$ cat src/scp_params.svh
`ifndef SCP_PARAMS_SVH
`define SCP_PARAMS_SVH

// Clock and line rates
`define SCP_CLK_HZ        100000000
`define SCP_RATE_LOW      9600
`define SCP_RATE_MID      19200
`define SCP_RATE_HIGH     38400
// Clocks per bit, derived from the rates
`define SCP_DIV_LOW       (`SCP_CLK_HZ / `SCP_RATE_LOW)
`define SCP_DIV_MID       (`SCP_CLK_HZ / `SCP_RATE_MID)
`define SCP_DIV_HIGH      (`SCP_CLK_HZ / `SCP_RATE_HIGH)
`define SCP_DIV_W         14
// Character framing
`define SCP_DATA_BITS     8
`define SCP_BIT_CNT_W     4
// Characters of the protocol
`define SCP_CHAR_CR       8'h0D
`define SCP_CHAR_LF       8'h0A
`define SCP_CHAR_XON      8'h11
`define SCP_CHAR_XOFF     8'h13
`define SCP_CHAR_A        8'h41
`define SCP_CHAR_B        8'h42
`define SCP_CHAR_C        8'h43
`define SCP_CHAR_LOW_A    8'h61
`define SCP_CHAR_LOW_Z    8'h7A
`define SCP_CASE_BIT      8'h20
// Command buffer depth
`define SCP_CMD_LEN       2
`define SCP_CMD_CNT_W     3

`endif

$ cat src/scp_pkg.sv
`default_nettype none
`include "scp_params.svh"

package scp_pkg;
  // Line rate selection
  typedef enum logic [1:0] {
    SCP_RATE_SEL_LOW,
    SCP_RATE_SEL_MID,
    SCP_RATE_SEL_HIGH
  } scp_rate_t;

  // One byte on the line
  typedef logic [`SCP_DATA_BITS-1:0] scp_byte_t;
endpackage : scp_pkg

`default_nettype wire

$ cat src/scp_port.sv
`default_nettype none
`include "scp_params.svh"

// Behaviour
// - Rate returns to 9600 after reset.
// - 8N1 ASCII framing, XON/XOFF flow control.
// - Command letters decoded case-insensitively.
// - Responses end with single CR.
// - Printing active blocks host communication.
// - Link ignored until initialisation done.
// - Port serves printer, download, online, offline.
// - No remote control of instrument functions.
// - Rate commands select 9600, 19200, 38400.
module scp_port #(
  parameter int CLK_HZ = `SCP_CLK_HZ  // Core clock rate in hertz
) (
  // Clock and reset
  input  wire logic               clk_in,
  input  wire logic               rst_b_in,
  // Instrument status
  input  wire logic               init_done_in,
  input  wire logic               print_active_in,
  // Serial line
  input  wire logic               rxd_in,
  output logic                    txd_out,
  // Response bytes from firmware
  input  wire logic               resp_valid_in,
  input  wire scp_pkg::scp_byte_t resp_data_in,
  input  wire logic               resp_last_in,
  output logic                    resp_ready_out,
  // Decoded command towards firmware
  output logic                    cmd_valid_out,
  output scp_pkg::scp_byte_t      cmd_first_out,
  output scp_pkg::scp_byte_t      cmd_second_out,
  output logic [`SCP_CMD_CNT_W-1:0] cmd_len_out,
  // Status
  output scp_pkg::scp_rate_t      rate_out,
  output logic                    host_paused_out
);
  import scp_pkg::*;

  typedef enum logic [1:0] {
    SCP_TX_IDLE, SCP_TX_START, SCP_TX_DATA, SCP_TX_STOP
  } scp_tx_state_t;

  typedef struct packed {
    scp_rate_t                 rate;    // Current line rate
    scp_byte_t                 c0;      // First command char
    scp_byte_t                 c1;      // Second command char
    logic [`SCP_CMD_CNT_W-1:0] len;     // Chars seen, saturating
    logic                      after_cr;// Last char was CR
    logic                      cmd_v;   // Command strobe
    scp_byte_t                 o0;      // Latched command chars
    scp_byte_t                 o1;
    logic [`SCP_CMD_CNT_W-1:0] olen;
    logic                      paused;  // XOFF from host
    logic                      pend_cr; // CR owed after response
    scp_tx_state_t             tx;      // Transmitter phase
    logic [`SCP_DIV_W-1:0]     tcnt;    // Clocks left in bit
    logic [`SCP_BIT_CNT_W-1:0] tbits;   // Data bits sent
    scp_byte_t                 tsh;     // Transmit shift
    logic                      txd;     // Line level
  } scp_st_t;

  scp_st_t r;       // Registered state
  scp_st_t next_r;  // Next state

  logic [`SCP_DIV_W-1:0] div;   // Clocks per bit
  logic                  rx_v;  // Byte received
  scp_byte_t             rx_d;  // Received byte
  scp_byte_t             up;    // Upper-cased byte
  logic                  link_on; // Link usable
  logic                  take;  // Response byte accepted

  always_comb begin
    case (r.rate)
      SCP_RATE_SEL_MID:  div = `SCP_DIV_W'(CLK_HZ / `SCP_RATE_MID);
      SCP_RATE_SEL_HIGH: div = `SCP_DIV_W'(CLK_HZ / `SCP_RATE_HIGH);
      default:           div = `SCP_DIV_W'(CLK_HZ / `SCP_RATE_LOW);
    endcase
  end

  scp_uart_rx u_rx (
    .clk_in    (clk_in),
    .rst_b_in  (rst_b_in),
    .div_in    (div),
    .rxd_in    (rxd_in),
    .valid_out (rx_v),
    .data_out  (rx_d)
  );

  assign link_on = init_done_in && !print_active_in;

  assign up = (rx_d >= `SCP_CHAR_LOW_A && rx_d <= `SCP_CHAR_LOW_Z) ?
              (rx_d & ~`SCP_CASE_BIT) : rx_d;

  // one response path for all uses
  // Response byte taken when link usable, transmitter idle, not paused and no CR owed
  assign take = link_on && r.tx == SCP_TX_IDLE && !r.paused &&
                !r.pend_cr && resp_valid_in;
  assign resp_ready_out = link_on && r.tx == SCP_TX_IDLE &&
                          !r.paused && !r.pend_cr;

  // Command assembly and transmitter
  always_comb begin
    next_r       = r;
    next_r.cmd_v = 1'b0;
    if (r.tcnt != '0) begin
      next_r.tcnt = r.tcnt - 1'b1;
    end
    if (!link_on) begin
      // Drop partial command while link unusable
      next_r.len      = '0;
      next_r.after_cr = 1'b0;
      next_r.paused   = 1'b0;
    end else if (rx_v) begin
      if (up == `SCP_CHAR_XOFF) begin
        next_r.paused = 1'b1;
      end else if (up == `SCP_CHAR_XON) begin
        next_r.paused = 1'b0;
      end else if (up == `SCP_CHAR_LF && r.after_cr) begin
        next_r.after_cr = 1'b0;
      end else if (up == `SCP_CHAR_CR) begin
        next_r.after_cr = 1'b1;
        next_r.len      = '0;
        next_r.cmd_v    = 1'b1;
        next_r.o0       = r.c0;
        next_r.o1       = r.c1;
        next_r.olen     = r.len;
        if (r.len == `SCP_CMD_CNT_W'(`SCP_CMD_LEN) &&
            r.c0 == `SCP_CHAR_B) begin
          if (r.c1 == `SCP_CHAR_A) begin
            next_r.rate = SCP_RATE_SEL_LOW;
          end else if (r.c1 == `SCP_CHAR_B) begin
            next_r.rate = SCP_RATE_SEL_MID;
          end else if (r.c1 == `SCP_CHAR_C) begin
            next_r.rate = SCP_RATE_SEL_HIGH;
          end
        end
      end else begin
        next_r.after_cr = 1'b0;
        if (r.len == '0) begin
          next_r.c0 = up;
        end else if (r.len == `SCP_CMD_CNT_W'(1)) begin
          next_r.c1 = up;
        end
        if (r.len != '1) begin
          next_r.len = r.len + 1'b1;
        end
      end
    end
    // Transmitter
    case (r.tx)
      SCP_TX_IDLE: begin
        next_r.txd = 1'b1;
        if (take) begin
          next_r.tsh     = resp_data_in;
          next_r.pend_cr = resp_last_in;
          next_r.tx      = SCP_TX_START;
          // One less so each bit lasts div clocks
          next_r.tcnt    = div - 1'b1;
          next_r.txd     = 1'b0;
        end else if (r.pend_cr && link_on && !r.paused) begin
          next_r.tsh     = `SCP_CHAR_CR;
          next_r.pend_cr = 1'b0;
          next_r.tx      = SCP_TX_START;
          next_r.tcnt    = div - 1'b1;
          next_r.txd     = 1'b0;
        end
      end
      SCP_TX_START: begin
        if (r.tcnt == '0) begin
          next_r.tx    = SCP_TX_DATA;
          next_r.tbits = '0;
          next_r.tcnt  = div - 1'b1;
          next_r.txd   = r.tsh[0];
        end
      end
      SCP_TX_DATA: begin
        if (r.tcnt == '0) begin
          next_r.tcnt  = div - 1'b1;
          next_r.tbits = r.tbits + 1'b1;
          if (r.tbits == `SCP_BIT_CNT_W'(`SCP_DATA_BITS - 1)) begin
            next_r.tx  = SCP_TX_STOP;
            next_r.txd = 1'b1;
          end else begin
            next_r.tsh = r.tsh >> 1;
            next_r.txd = r.tsh[1];
          end
        end
      end
      default: begin
        if (r.tcnt == '0) begin
          next_r.tx = SCP_TX_IDLE;
        end
      end
    endcase
  end

  // State register
  always_ff @(posedge clk_in) begin
    if (!rst_b_in) begin
      r <= '{rate: SCP_RATE_SEL_LOW, tx: SCP_TX_IDLE, txd: 1'b1,
             default: '0};
    end else begin
      r <= next_r;
    end
  end

  // Outputs
  assign txd_out         = r.txd;
  assign cmd_valid_out   = r.cmd_v;
  assign cmd_first_out   = r.o0;
  assign cmd_second_out  = r.o1;
  assign cmd_len_out     = r.olen;
  assign rate_out        = r.rate;
  assign host_paused_out = r.paused;
endmodule : scp_port

`default_nettype wire

$ cat src/scp_uart_rx.sv
`default_nettype none
`include "scp_params.svh"

// 8N1 receiver, samples mid-bit
module scp_uart_rx (
  // Clock and reset
  input  wire logic                  clk_in,
  input  wire logic                  rst_b_in,
  // Bit period in clocks
  input  wire logic [`SCP_DIV_W-1:0] div_in,
  // Serial line
  input  wire logic                  rxd_in,
  // Received byte
  output logic                       valid_out,
  output scp_pkg::scp_byte_t         data_out
);
  import scp_pkg::*;

  typedef enum logic [1:0] {
    SCP_RX_IDLE, SCP_RX_START, SCP_RX_DATA, SCP_RX_STOP
  } scp_rx_state_t;

  typedef struct packed {
    scp_rx_state_t             state;   // Frame phase
    logic [`SCP_DIV_W-1:0]     cnt;     // Clocks left in bit
    logic [`SCP_BIT_CNT_W-1:0] bits;    // Data bits taken
    scp_byte_t                 shift;   // Shift register
    logic                      valid;   // Byte strobe
    scp_byte_t                 data;    // Output byte
  } scp_rx_t;

  scp_rx_t r;       // Registered state
  scp_rx_t next_r;  // Next state

  // Frame decoding
  always_comb begin
    next_r       = r;
    next_r.valid = 1'b0;
    if (r.cnt != '0) begin
      next_r.cnt = r.cnt - 1'b1;
    end
    case (r.state)
      SCP_RX_IDLE: begin
        // Falling edge starts a frame
        if (!rxd_in) begin
          next_r.state = SCP_RX_START;
          next_r.cnt   = div_in >> 1;
        end
      end
      SCP_RX_START: begin
        if (r.cnt == '0) begin
          // Mid start bit: glitch check
          if (rxd_in) begin
            next_r.state = SCP_RX_IDLE;
          end else begin
            next_r.state = SCP_RX_DATA;
            // One less so each bit lasts div clocks
            next_r.cnt   = div_in - 1'b1;
            next_r.bits  = '0;
          end
        end
      end
      SCP_RX_DATA: begin
        if (r.cnt == '0) begin
          // LSB first
          next_r.shift = {rxd_in, r.shift[`SCP_DATA_BITS-1:1]};
          next_r.bits  = r.bits + 1'b1;
          next_r.cnt   = div_in - 1'b1;
          if (r.bits == `SCP_BIT_CNT_W'(`SCP_DATA_BITS - 1)) begin
            next_r.state = SCP_RX_STOP;
          end
        end
      end
      default: begin
        if (r.cnt == '0) begin
          // Valid stop bit delivers the byte
          next_r.state = SCP_RX_IDLE;
          if (rxd_in) begin
            next_r.valid = 1'b1;
            next_r.data  = r.shift;
          end
        end
      end
    endcase
  end

  // State register
  always_ff @(posedge clk_in) begin
    if (!rst_b_in) begin
      r <= '{state: SCP_RX_IDLE, default: '0};
    end else begin
      r <= next_r;
    end
  end

  assign valid_out = r.valid;
  assign data_out  = r.data;
endmodule : scp_uart_rx

`default_nettype wire

$ cat config.mk
export PLATFORM = sky130hd
export DESIGN_NAME = scp_port
export DESIGN_NICKNAME = d
export VERILOG_FILES = /design/src/scp_pkg.sv /design/src/scp_port.sv /design/src/scp_uart_rx.sv
export VERILOG_INCLUDE_DIRS = /design/src
export SDC_FILE = /design/constraint.sdc
export NUM_CORES = 1
export LEC_CHECK = 0
export ABC_AREA = 1
export BUFFER_PORTS_ARGS = -buffer_cell sky130_fd_sc_hd__buf_2
export CAP_MARGIN = 20
export CORE_MARGIN = 4
export CORE_UTILIZATION = 62
export DETAILED_ROUTE_END_ITERATION = 7
export HOLD_SLACK_MARGIN = 0.05
export PLACE_DENSITY = 0.81
export SETUP_SLACK_MARGIN = 0.4
export SLEW_MARGIN = 20
export SYNTH_ARGS = -nofsm -noshare
export SYNTH_HDL_FRONTEND = slang
export SYNTH_HIERARCHICAL = 1
export SYNTH_SLANG_ARGS = --single-unit
$ cat constraint.sdc
create_clock -name clk_in -period 2.5 [get_ports clk_in]
set_input_delay 0.125 -clock clk_in [delete_from_list [all_inputs] [get_ports clk_in]]
set_output_delay 0.125 -clock clk_in [all_outputs]
set_load 0.1 [all_outputs]
==> results by group, run 1 <==
STA
  • Sum Neg Setup Slack: 0 ps
  • Final Hold Viols: 0
  • Setup repair after global routing missed its margin: no
  • Fmax: 527 MHz
  • Fin worst setup slack: 603 ps
  • Final setup viols: 0
  • Final Slew Violations: 0
  • Tcrit/Tclk final: 75.9%
  • Clk_skew: 7.54 ps
  • Tmin final: 1900 ps
  • Max-slew headroom: 65.8%
  • Worst slew pin tran: around 520 ps

Power and ir drop
  • Total Power: 6.80 mW
  • Register share of total power: 33.2%
  • Leak Pwr: 3.17 nW
  • Switch Pwr: between 3 and 4 mW
  • Clock network fraction of design power: between 10% and 20%
  • Worst VDD drop: roughly 0.00065 V
  • Combinational share of power: 51.7%
  • Power per standard cell area: 958 mW/mm2
  • Sw Ratio: 47.0%
  • Cell Int Power: 3.60 mW

Routing
  • Post-DR wirelength/cell: 13.0 um
  • Post-DRT Antenna Nets: 0
  • Vias: 6060
  • Drt pass-1 iters: 5
  • Final wirelength: around 15000 um
  • DRT iter0 DRCs: 397
  • Vias/cell: 5.30
  • # DRC: 0

Worst hold path
  • Hold path startpoint: resp_data_in[2]
  • Hold Path Sink: r[3]$_SDFFE_PN0P_
  • Hold depth: 5
  • Tightest Hold Check Type: primary input to flop

Yosys
  • Mapped Avg Cell Area: 6.82 um2
  • Mapped cell area: 0.00671 mm2
  • Syn Inst Count: between 900 and 1000
  • Post-synth EDFFs: 0
  • Number of synthesized register bits: 110
  • Yosys warnings: 6
  • Asr flop ratio synth: 0%
  • Seq/Total Area, Yosys: 32.8%
  • Synth cell types: 50
  • Prevailing post-synth register cell: dfxtp_1

Floorplanning
  • Row cnt: 37
  • Die ar.: ~0.013 mm2
  • Core ar.: 0.0104 mm2
  • Horiz. Die Dim: roughly 110 um
  • I/O pin count: 40
  • DIE HEIGHT: 112 um
  • Initial core utilization: between 60% and 70%

Clock tree
  • CTS H-tree lvls: 3
  • Post-CTS setup buffers: 0
  • Clk buf depth: 2
  • Clock transition at path regs: 110 ps
  • TritonCTS Buffers: 9
  • Worst skew pair latency: 400 ps
  • CTS tree: built
  • Root buf cell: clkbuf_8
  • CTS sink count: 110

Critical path
  • CP startpoint: rate_out[0]$_SDFFE_PN0P_
  • WS Path Type: flop to flop
  • Reg2reg path depth: 11
  • RR Endpoint: u_rx/r[34]$_SDFF_PN0_
  • Critical path arrival: about 2200 ps
  • Critical Path Fanout Max: 8
  • Reg2Reg Setup Slack: 600 ps
  • WP data required: 2830 ps
  • CP Capture Type: flop
  • R2R Path Start: rate_out[0]$_SDFFE_PN0P_
  • Startpoint Class: flop

Global routing
  • Vias in the first global route: roughly 5600
  • Grt total ovfl: 0
  • First-pass GRT wire length: 25600 um
  • Gr usage total: between 20% and 30%
  • Pin count of the biggest net entering global routing: 39
  • Initial antenna violation count: 0

Finish
  • Fill cells: roughly 980
  • Seq. cell area: 0.00221 mm2
  • Ant. Diodes: 0
  • Fin area: about 0.007 mm2
  • Share of cells above drive strength 1: 13.0%
  • Final Core Density: 68.2%
  • # nets final: roughly 1000
  • Area growth, synth to finish: 5.88%
  • Area of the multi-input gates: 0.00379 mm2

Place
  • Detail Placement HPWL: between 10000 and 15000 um
  • Number of I/O port buffers: 39
  • Dpl ws: 339 ps
  • GP Congestion: around 0.9
  • Placement Cell Area: 0.00683 mm2

Run status
  • Status: complete, no violations

Flow run
  • Max-Cap Viols: 0
## power by group through the flow
stage	Clock [mW]	Combinational, mW	Sequential [mW]
after detailed placement	0	3.42	2.29
final	1.02	3.52	2.26
after CTS	1.06	3.45	2.25
after global routing	1.11	3.99	2.29
after global placement	0	3.39	2.29
after floorplan	0	2.83	2.26
## sequential cells by signal, summed over array words and instances, names as in the netlist, 2 cells and up
register,flops
cmd_len_out,3
rate_out,2
r,49
cmd_second_out,8
cmd_first_out,8
u_rx/data_out,8
u_rx/r,28
## synthesized netlist by cell type, types with 4 or more instances
master	count	area [um2]
nand3b_1	4	30.0
o21ai_1	14	70.1
buf_4	30	225
inv_1	121	454
clkbuf_1	9	33.8
nand2_2	11	68.8
xor2_1	13	114
o21ai_0	75	375
ha_1	24	300
nand4_1	20	125
nand2_1	185	694
nand3_1	50	250
a21oi_1	85	425
xnor2_1	7	61.3
nor2_2	6	37.5
dfxtp_1	110	2200
inv_2	5	18.8
buf_2	6	30.0
nor2_1	135	507
nor2_4	10	113
a31oi_1	4	25.0
nand3_2	4	40.0
nor3_1	7	35.0
## layer usage
metal | up-vias | global-route usage [%] | wire (um)
met2 | 142 | 38.4 | 6570
met4 | 0 | 9.05 | 298
met1 | 2715 | 33.0 | 7250
li1 | 3176 | - | -
met3 | 27 | 4.78 | 751
met5 | - | 0 | 0
## worst max path at each step
stage                       endpoint  slack [ps]  depth (start not counted)
2_1_floorplan       r[16]$_SDFF_PN0_         450                          8
3_3_place_gp   u_rx/r[28]$_SDFF_PN0_         440                         11
3_5_place_dp   u_rx/r[34]$_SDFF_PN0_         340                         11
4_1_cts             r[16]$_SDFF_PN0_         460                         11
5_1_grt             r[24]$_SDFF_PN0_         410                         12
6_report       u_rx/r[34]$_SDFF_PN0_         600                         11
## area by class of cell
class / instances / share of cell area, %
multi-input cells: 706 / 53.5
well taps: 136 / 2.40
flip-flops and latches: 110 / 31.1
repair buffers: 46 / 3.56
clock inverters: 6 / 0.775
clock buffers: 10 / 1.80
inverters: 130 / 6.94
## worst max-delay path, stage by stage (launching register included)
cell and delay, ps:
dfxtp_4 390, inv_1 80, ha_4 320, inv_1 110
nor2_1 170, nand2_1 100, nor2_2 140, nand2_1 90
nand2_1 70, nand2_1 50, o21ai_0 140, nor3b_2 170
## placed cells by master, fill, tap and decap left out, types with 5 or more instances in the layout
cell type	n
conb_1	13
a21oi_1	85
nand4_1	20
dfxtp_1	109
nand3_2	5
buf_4	5
nor2_4	11
nand2_1	184
nand2_2	12
nor3_1	7
ha_1	20
o21ai_1	14
o21ai_0	75
xor2_1	13
nor2_2	9
nand3_1	49
buf_2	39
xnor2_1	7
nor2_1	131
inv_1	120
inv_2	6
clkbuf_8	9
## per-stage QoR
| step | std cells | hold slack, ps |
|---|---|---|
| after floorplan | 995 | 263 |
| after global placement | 1126 | 388 |
| after detailed placement | 1126 | 389 |
| after CTS | 1144 | 68.4 |
| after global routing | 1144 | 130 |
| final | 1144 | 94.7 |
## cell families (layout without fill, tap and decap cells)
group / after synthesis / count (layout) / share of synthesized area (%)
AOI/OAI and AO/OA: 194 / 194 / 15.3
DFF: 110 / 110 / 32.8
adders and majority gates: 24 / 24 / 4.48
other: 1 / 13 / 0.0559
xor gates and xnor gates: 21 / 21 / 2.86
and+or+nand+nor: 454 / 454 / 32.3
buffers and inverters: 179 / 192 / 12.2
## repair_timing
| action | in CTS | in global routing |
|---|---|---|
| gates resized for setup | 2 | 15 |
| endpoints found under the hold margin | 2 | 0 |
| hold buffers | 2 | 0 |
| endpoints found under the setup margin | 4 | 28 |
Note: power is estimated with default switching activity, not from simulation.
==> run 2: changes to the inputs <==
--- a/config.mk
+++ b/config.mk
@@ -6,14 +6,14 @@
 export SDC_FILE = /design/constraint.sdc
 export NUM_CORES = 1
 export LEC_CHECK = 0
-export ABC_AREA = 1
+export ABC_AREA = 0
 export BUFFER_PORTS_ARGS = -buffer_cell sky130_fd_sc_hd__buf_2
 export CAP_MARGIN = 20
 export CORE_MARGIN = 4
-export CORE_UTILIZATION = 62
+export CORE_UTILIZATION = 55
 export DETAILED_ROUTE_END_ITERATION = 7
 export HOLD_SLACK_MARGIN = 0.05
-export PLACE_DENSITY = 0.81
+export PLACE_DENSITY = 0.76
 export SETUP_SLACK_MARGIN = 0.4
 export SLEW_MARGIN = 20
 export SYNTH_ARGS = -nofsm -noshare
==> constraint.sdc (replaced) <==
create_clock -name clk_in -period 1.7 [get_ports clk_in]
set_input_delay 0.085 -clock clk_in [delete_from_list [all_inputs] [get_ports clk_in]]
set_output_delay 0.085 -clock clk_in [all_outputs]
set_load 0.1 [all_outputs]
==> results by group, run 2 <==
Run status
  • Status: finished with violations
  • Violated checks: setup timing

Critical path
  • WS Path Type: flop to flop
  • Slowest CP cell: or4b_4
  • Startpoint Class: flop
  • Critical path arrival: 2660 ps
  • Crit-path cells: inv_2 -> ha_4 -> or4b_4 -> nor4_4 -> buf_4 -> nand2_2 -> a222oi_1 -> buf_4 -> mux2i_1
  • Critical Path Fanout Max: 2
  • Critical Path Max Stage Delay: approximately 470 ps
  • Worst path bufs/invs: 3
  • Cell family contributing the most delay on the critical path: simple AND/OR/NAND/NOR gates
  • CP Depth: 9
  • WP data required: 2010 ps
  • Reg2reg path depth: 9
  • Most frequent CP cell: buf_4
  • CP Capture Type: flop

Yosys
  • Most common cell in the netlist: dfxtp_1
  • Synth cell types: 74
  • Mapped cell area: 0.00636 mm2
  • Area share of the largest cell type after synthesis: 34.6%
  • Cell taking the most area after synthesis: dfxtp_1
  • Prevailing post-synth register cell: dfxtp_1
  • Top cells by count, synth: 110 x dfxtp_1, 85 x nor2_1, 70 x nand2_1
  • Seq/Total Area, Yosys: between 30% and 40%
  • Syn Inst Count: 767
  • Asr flop ratio synth: 0%
  • Post-synth EDFFs: 0
  • Synth top area cells: dfxtp_1 35%, mux2i_1 8.8%, nor2_1 5.0%
  • Yosys warnings: 6
  • Mapped Avg Cell Area: 8.30 um2
  • Number of synthesized register bits: 110

Routing
  • Final wirelength: 23800 um
  • Vias: 7081
  • # DRC: 0
  • DRT iter0 DRCs: approximately 690
  • Drt pass-1 iters: 5
  • Post-DRT Antenna Nets: 0
  • Vias/cell: roughly 6.4
  • Post-DR wirelength/cell: 21.4 um

Global routing
  • Initial antenna violation count: 0
  • First-pass GRT wire length: 32800 um
  • Vias in the first global route: 6772
  • Pin count of the biggest net entering global routing: 36
  • Gr usage total: 30.9%
  • Grt total ovfl: 0

Finish
  • # nets final: 1004
  • Ant. Diodes: 0
  • Largest regs: r (49), u_rx/r (28)
  • Share of cells above drive strength 1: 46.8%
  • Max reg flops: ~50
  • Most frequent cells in the layout: 161 x buf_4, 92 x dfxtp_1, 80 x nor2_1
  • Top reg by flops: r
  • Most common cell after layout, fill and taps aside: buf_4
  • Fill cells: 585
  • Area growth, synth to finish: 48.9%
  • Fin area: 0.00948 mm2

Clock tree
  • TritonCTS Buffers: 9
  • Clk buf depth: 2
  • CTS H-tree lvls: 3
  • CTS sink count: 110
  • Worst skew pair latency: 370 ps
  • Clock transition at path regs: about 90 ps
  • Root buf cell: clkbuf_16
  • CTS tree: built

Worst hold path
  • Tightest Hold Check Type: primary input to flop
  • Hold depth: 4

STA
  • Final setup viols: 107
  • Final Slew Violations: 0
  • Fmax: 426 MHz
  • Final Hold Viols: 0
  • Sum Neg Setup Slack: -38790 ps
  • Worst slew pin tran: 528 ps
  • Setup repair after global routing missed its margin: yes
  • Tcrit/Tclk final: 138%
  • Fin worst setup slack: -649 ps
  • Clk_skew: 11.7 ps
  • Max-slew headroom: 64.6%
  • Tmin final: approximately 2300 ps

Floorplanning
  • Horiz. Die Dim: ~120 um
  • Die ar.: around 0.013 mm2
  • DIE HEIGHT: 116 um
  • Row cnt: 39
  • Initial core utilization: 56.0%
  • I/O pin count: 40
  • Core ar.: 0.0114 mm2

Place
  • GP Congestion: 0.987
  • Detail Placement HPWL: 13500 um
  • Dpl ws: -536 ps
  • Placement Cell Area: 0.00795 mm2
  • Number of I/O port buffers: 39

Power and ir drop
  • Leak Pwr: 3.89 nW
  • Worst VDD drop: 0.000989 V
  • Power per standard cell area: 1050 mW/mm2

Flow run
  • Max-Cap Viols: 0
## run 2: cell count changes after synthesis, moves of 32 or more
cell	before	now
nand2_1	185	70
inv_1	121	24
mux2i_1	0	56
nor2_1	135	85
a21oi_1	85	40
o21ai_0	75	30
nand3_1	50	18
## run 2: stage by stage
| step | hold WS [ps] | total power [mW] | instances | utilization [%] |
|---|---|---|---|---|
| after floorplan | 255 | 5.17 | 779 | - |
| after global placement | 405 | 6.38 | 1051 | 69.9 |
| after detailed placement | 412 | 6.47 | 1051 | 69.9 |
| after CTS | 91.2 | 9.21 | 1094 | 78.3 |
| after global routing | 116 | 10.4 | 1113 | 83.3 |
| final | 101 | 9.96 | 1113 | 83.3 |
## run 2: cell type report
class | instances | area (um2) | area share [%]
Clock buffer | 9 | 225 | 2.38
Clock inverter | 7 | 91.3 | 0.964
Inverter | 27 | 109 | 1.15
Multi-Input combinational cell | 577 | 4690 | 49.5
Sequential cell | 110 | 2240 | 23.6
Tap cell | 143 | 179 | 1.89
Timing Repair Buffer | 240 | 1940 | 20.5
## run 2: power breakdown
group	switching, mW	leakage (nW)	total [mW]	internal, mW
clock	1.11	0.151	2.29	1.18
sequential	0.153	0.901	2.94	2.78
combinational	2.36	2.83	4.74	2.37
total	3.63	3.89	9.96	6.33
## run 2: worst min-delay path, cell delays in order
cell	delay (ps)
buf_2	80
a22o_1	120
nand2_1	50
mux2i_1	100
## run 2: kinds of logic (layout without fill, tap and decap cells)
kind of cell | Yosys count | after routing | synth area share [%]
AND/OR/NAND/NOR | 306 | 307 | 25.1
AO/OA/AOI/OAI | 149 | 149 | 15.3
flip-flops | 110 | 110 | 34.6
buffers and inverters | 93 | 283 | 7.39
multiplexers | 61 | 61 | 9.69
adder cells (fa/ha/maj) | 24 | 24 | 4.72
XOR/XNOR | 23 | 23 | 3.17
other | 1 | 13 | 0.0589
## run 2: layer usage
metal | vias to the layer above | global-route usage [%] | wire (um)
met3 | 136 | 6.68 | 1570
met2 | 409 | 54.2 | 11800
met5 | - | 0 | 0
li1 | 3113 | - | -
met4 | 0 | 14.4 | 1340
met1 | 3423 | 35.8 | 9020
## run 2: what timing repair did
item                                    in CTS  in global routing
endpoints found under the setup margin     113                111
pin swaps                                   57                 58
buffers inserted                            23                 19
gates resized for setup                    103                102
hold buffers                                 1                  0
endpoints found under the hold margin        1                  0
cloned                                       3                  0
## run 2: worst paths after layout
| path | startpoint | endpoint | slack (ps) |
|---|---|---|---|
| max reg2reg | r[13]$_SDFF_PN0_ | r[28]$_SDFFE_PN0P_ | -650 |
| min | resp_data_in[5] | r[6]$_SDFFE_PN0P_ | 100 |
| min reg2reg | r[7]$_SDFFE_PN0P_ | r[7]$_SDFFE_PN0P_ | 470 |
| max | r[13]$_SDFF_PN0_ | r[28]$_SDFFE_PN0P_ | -650 |
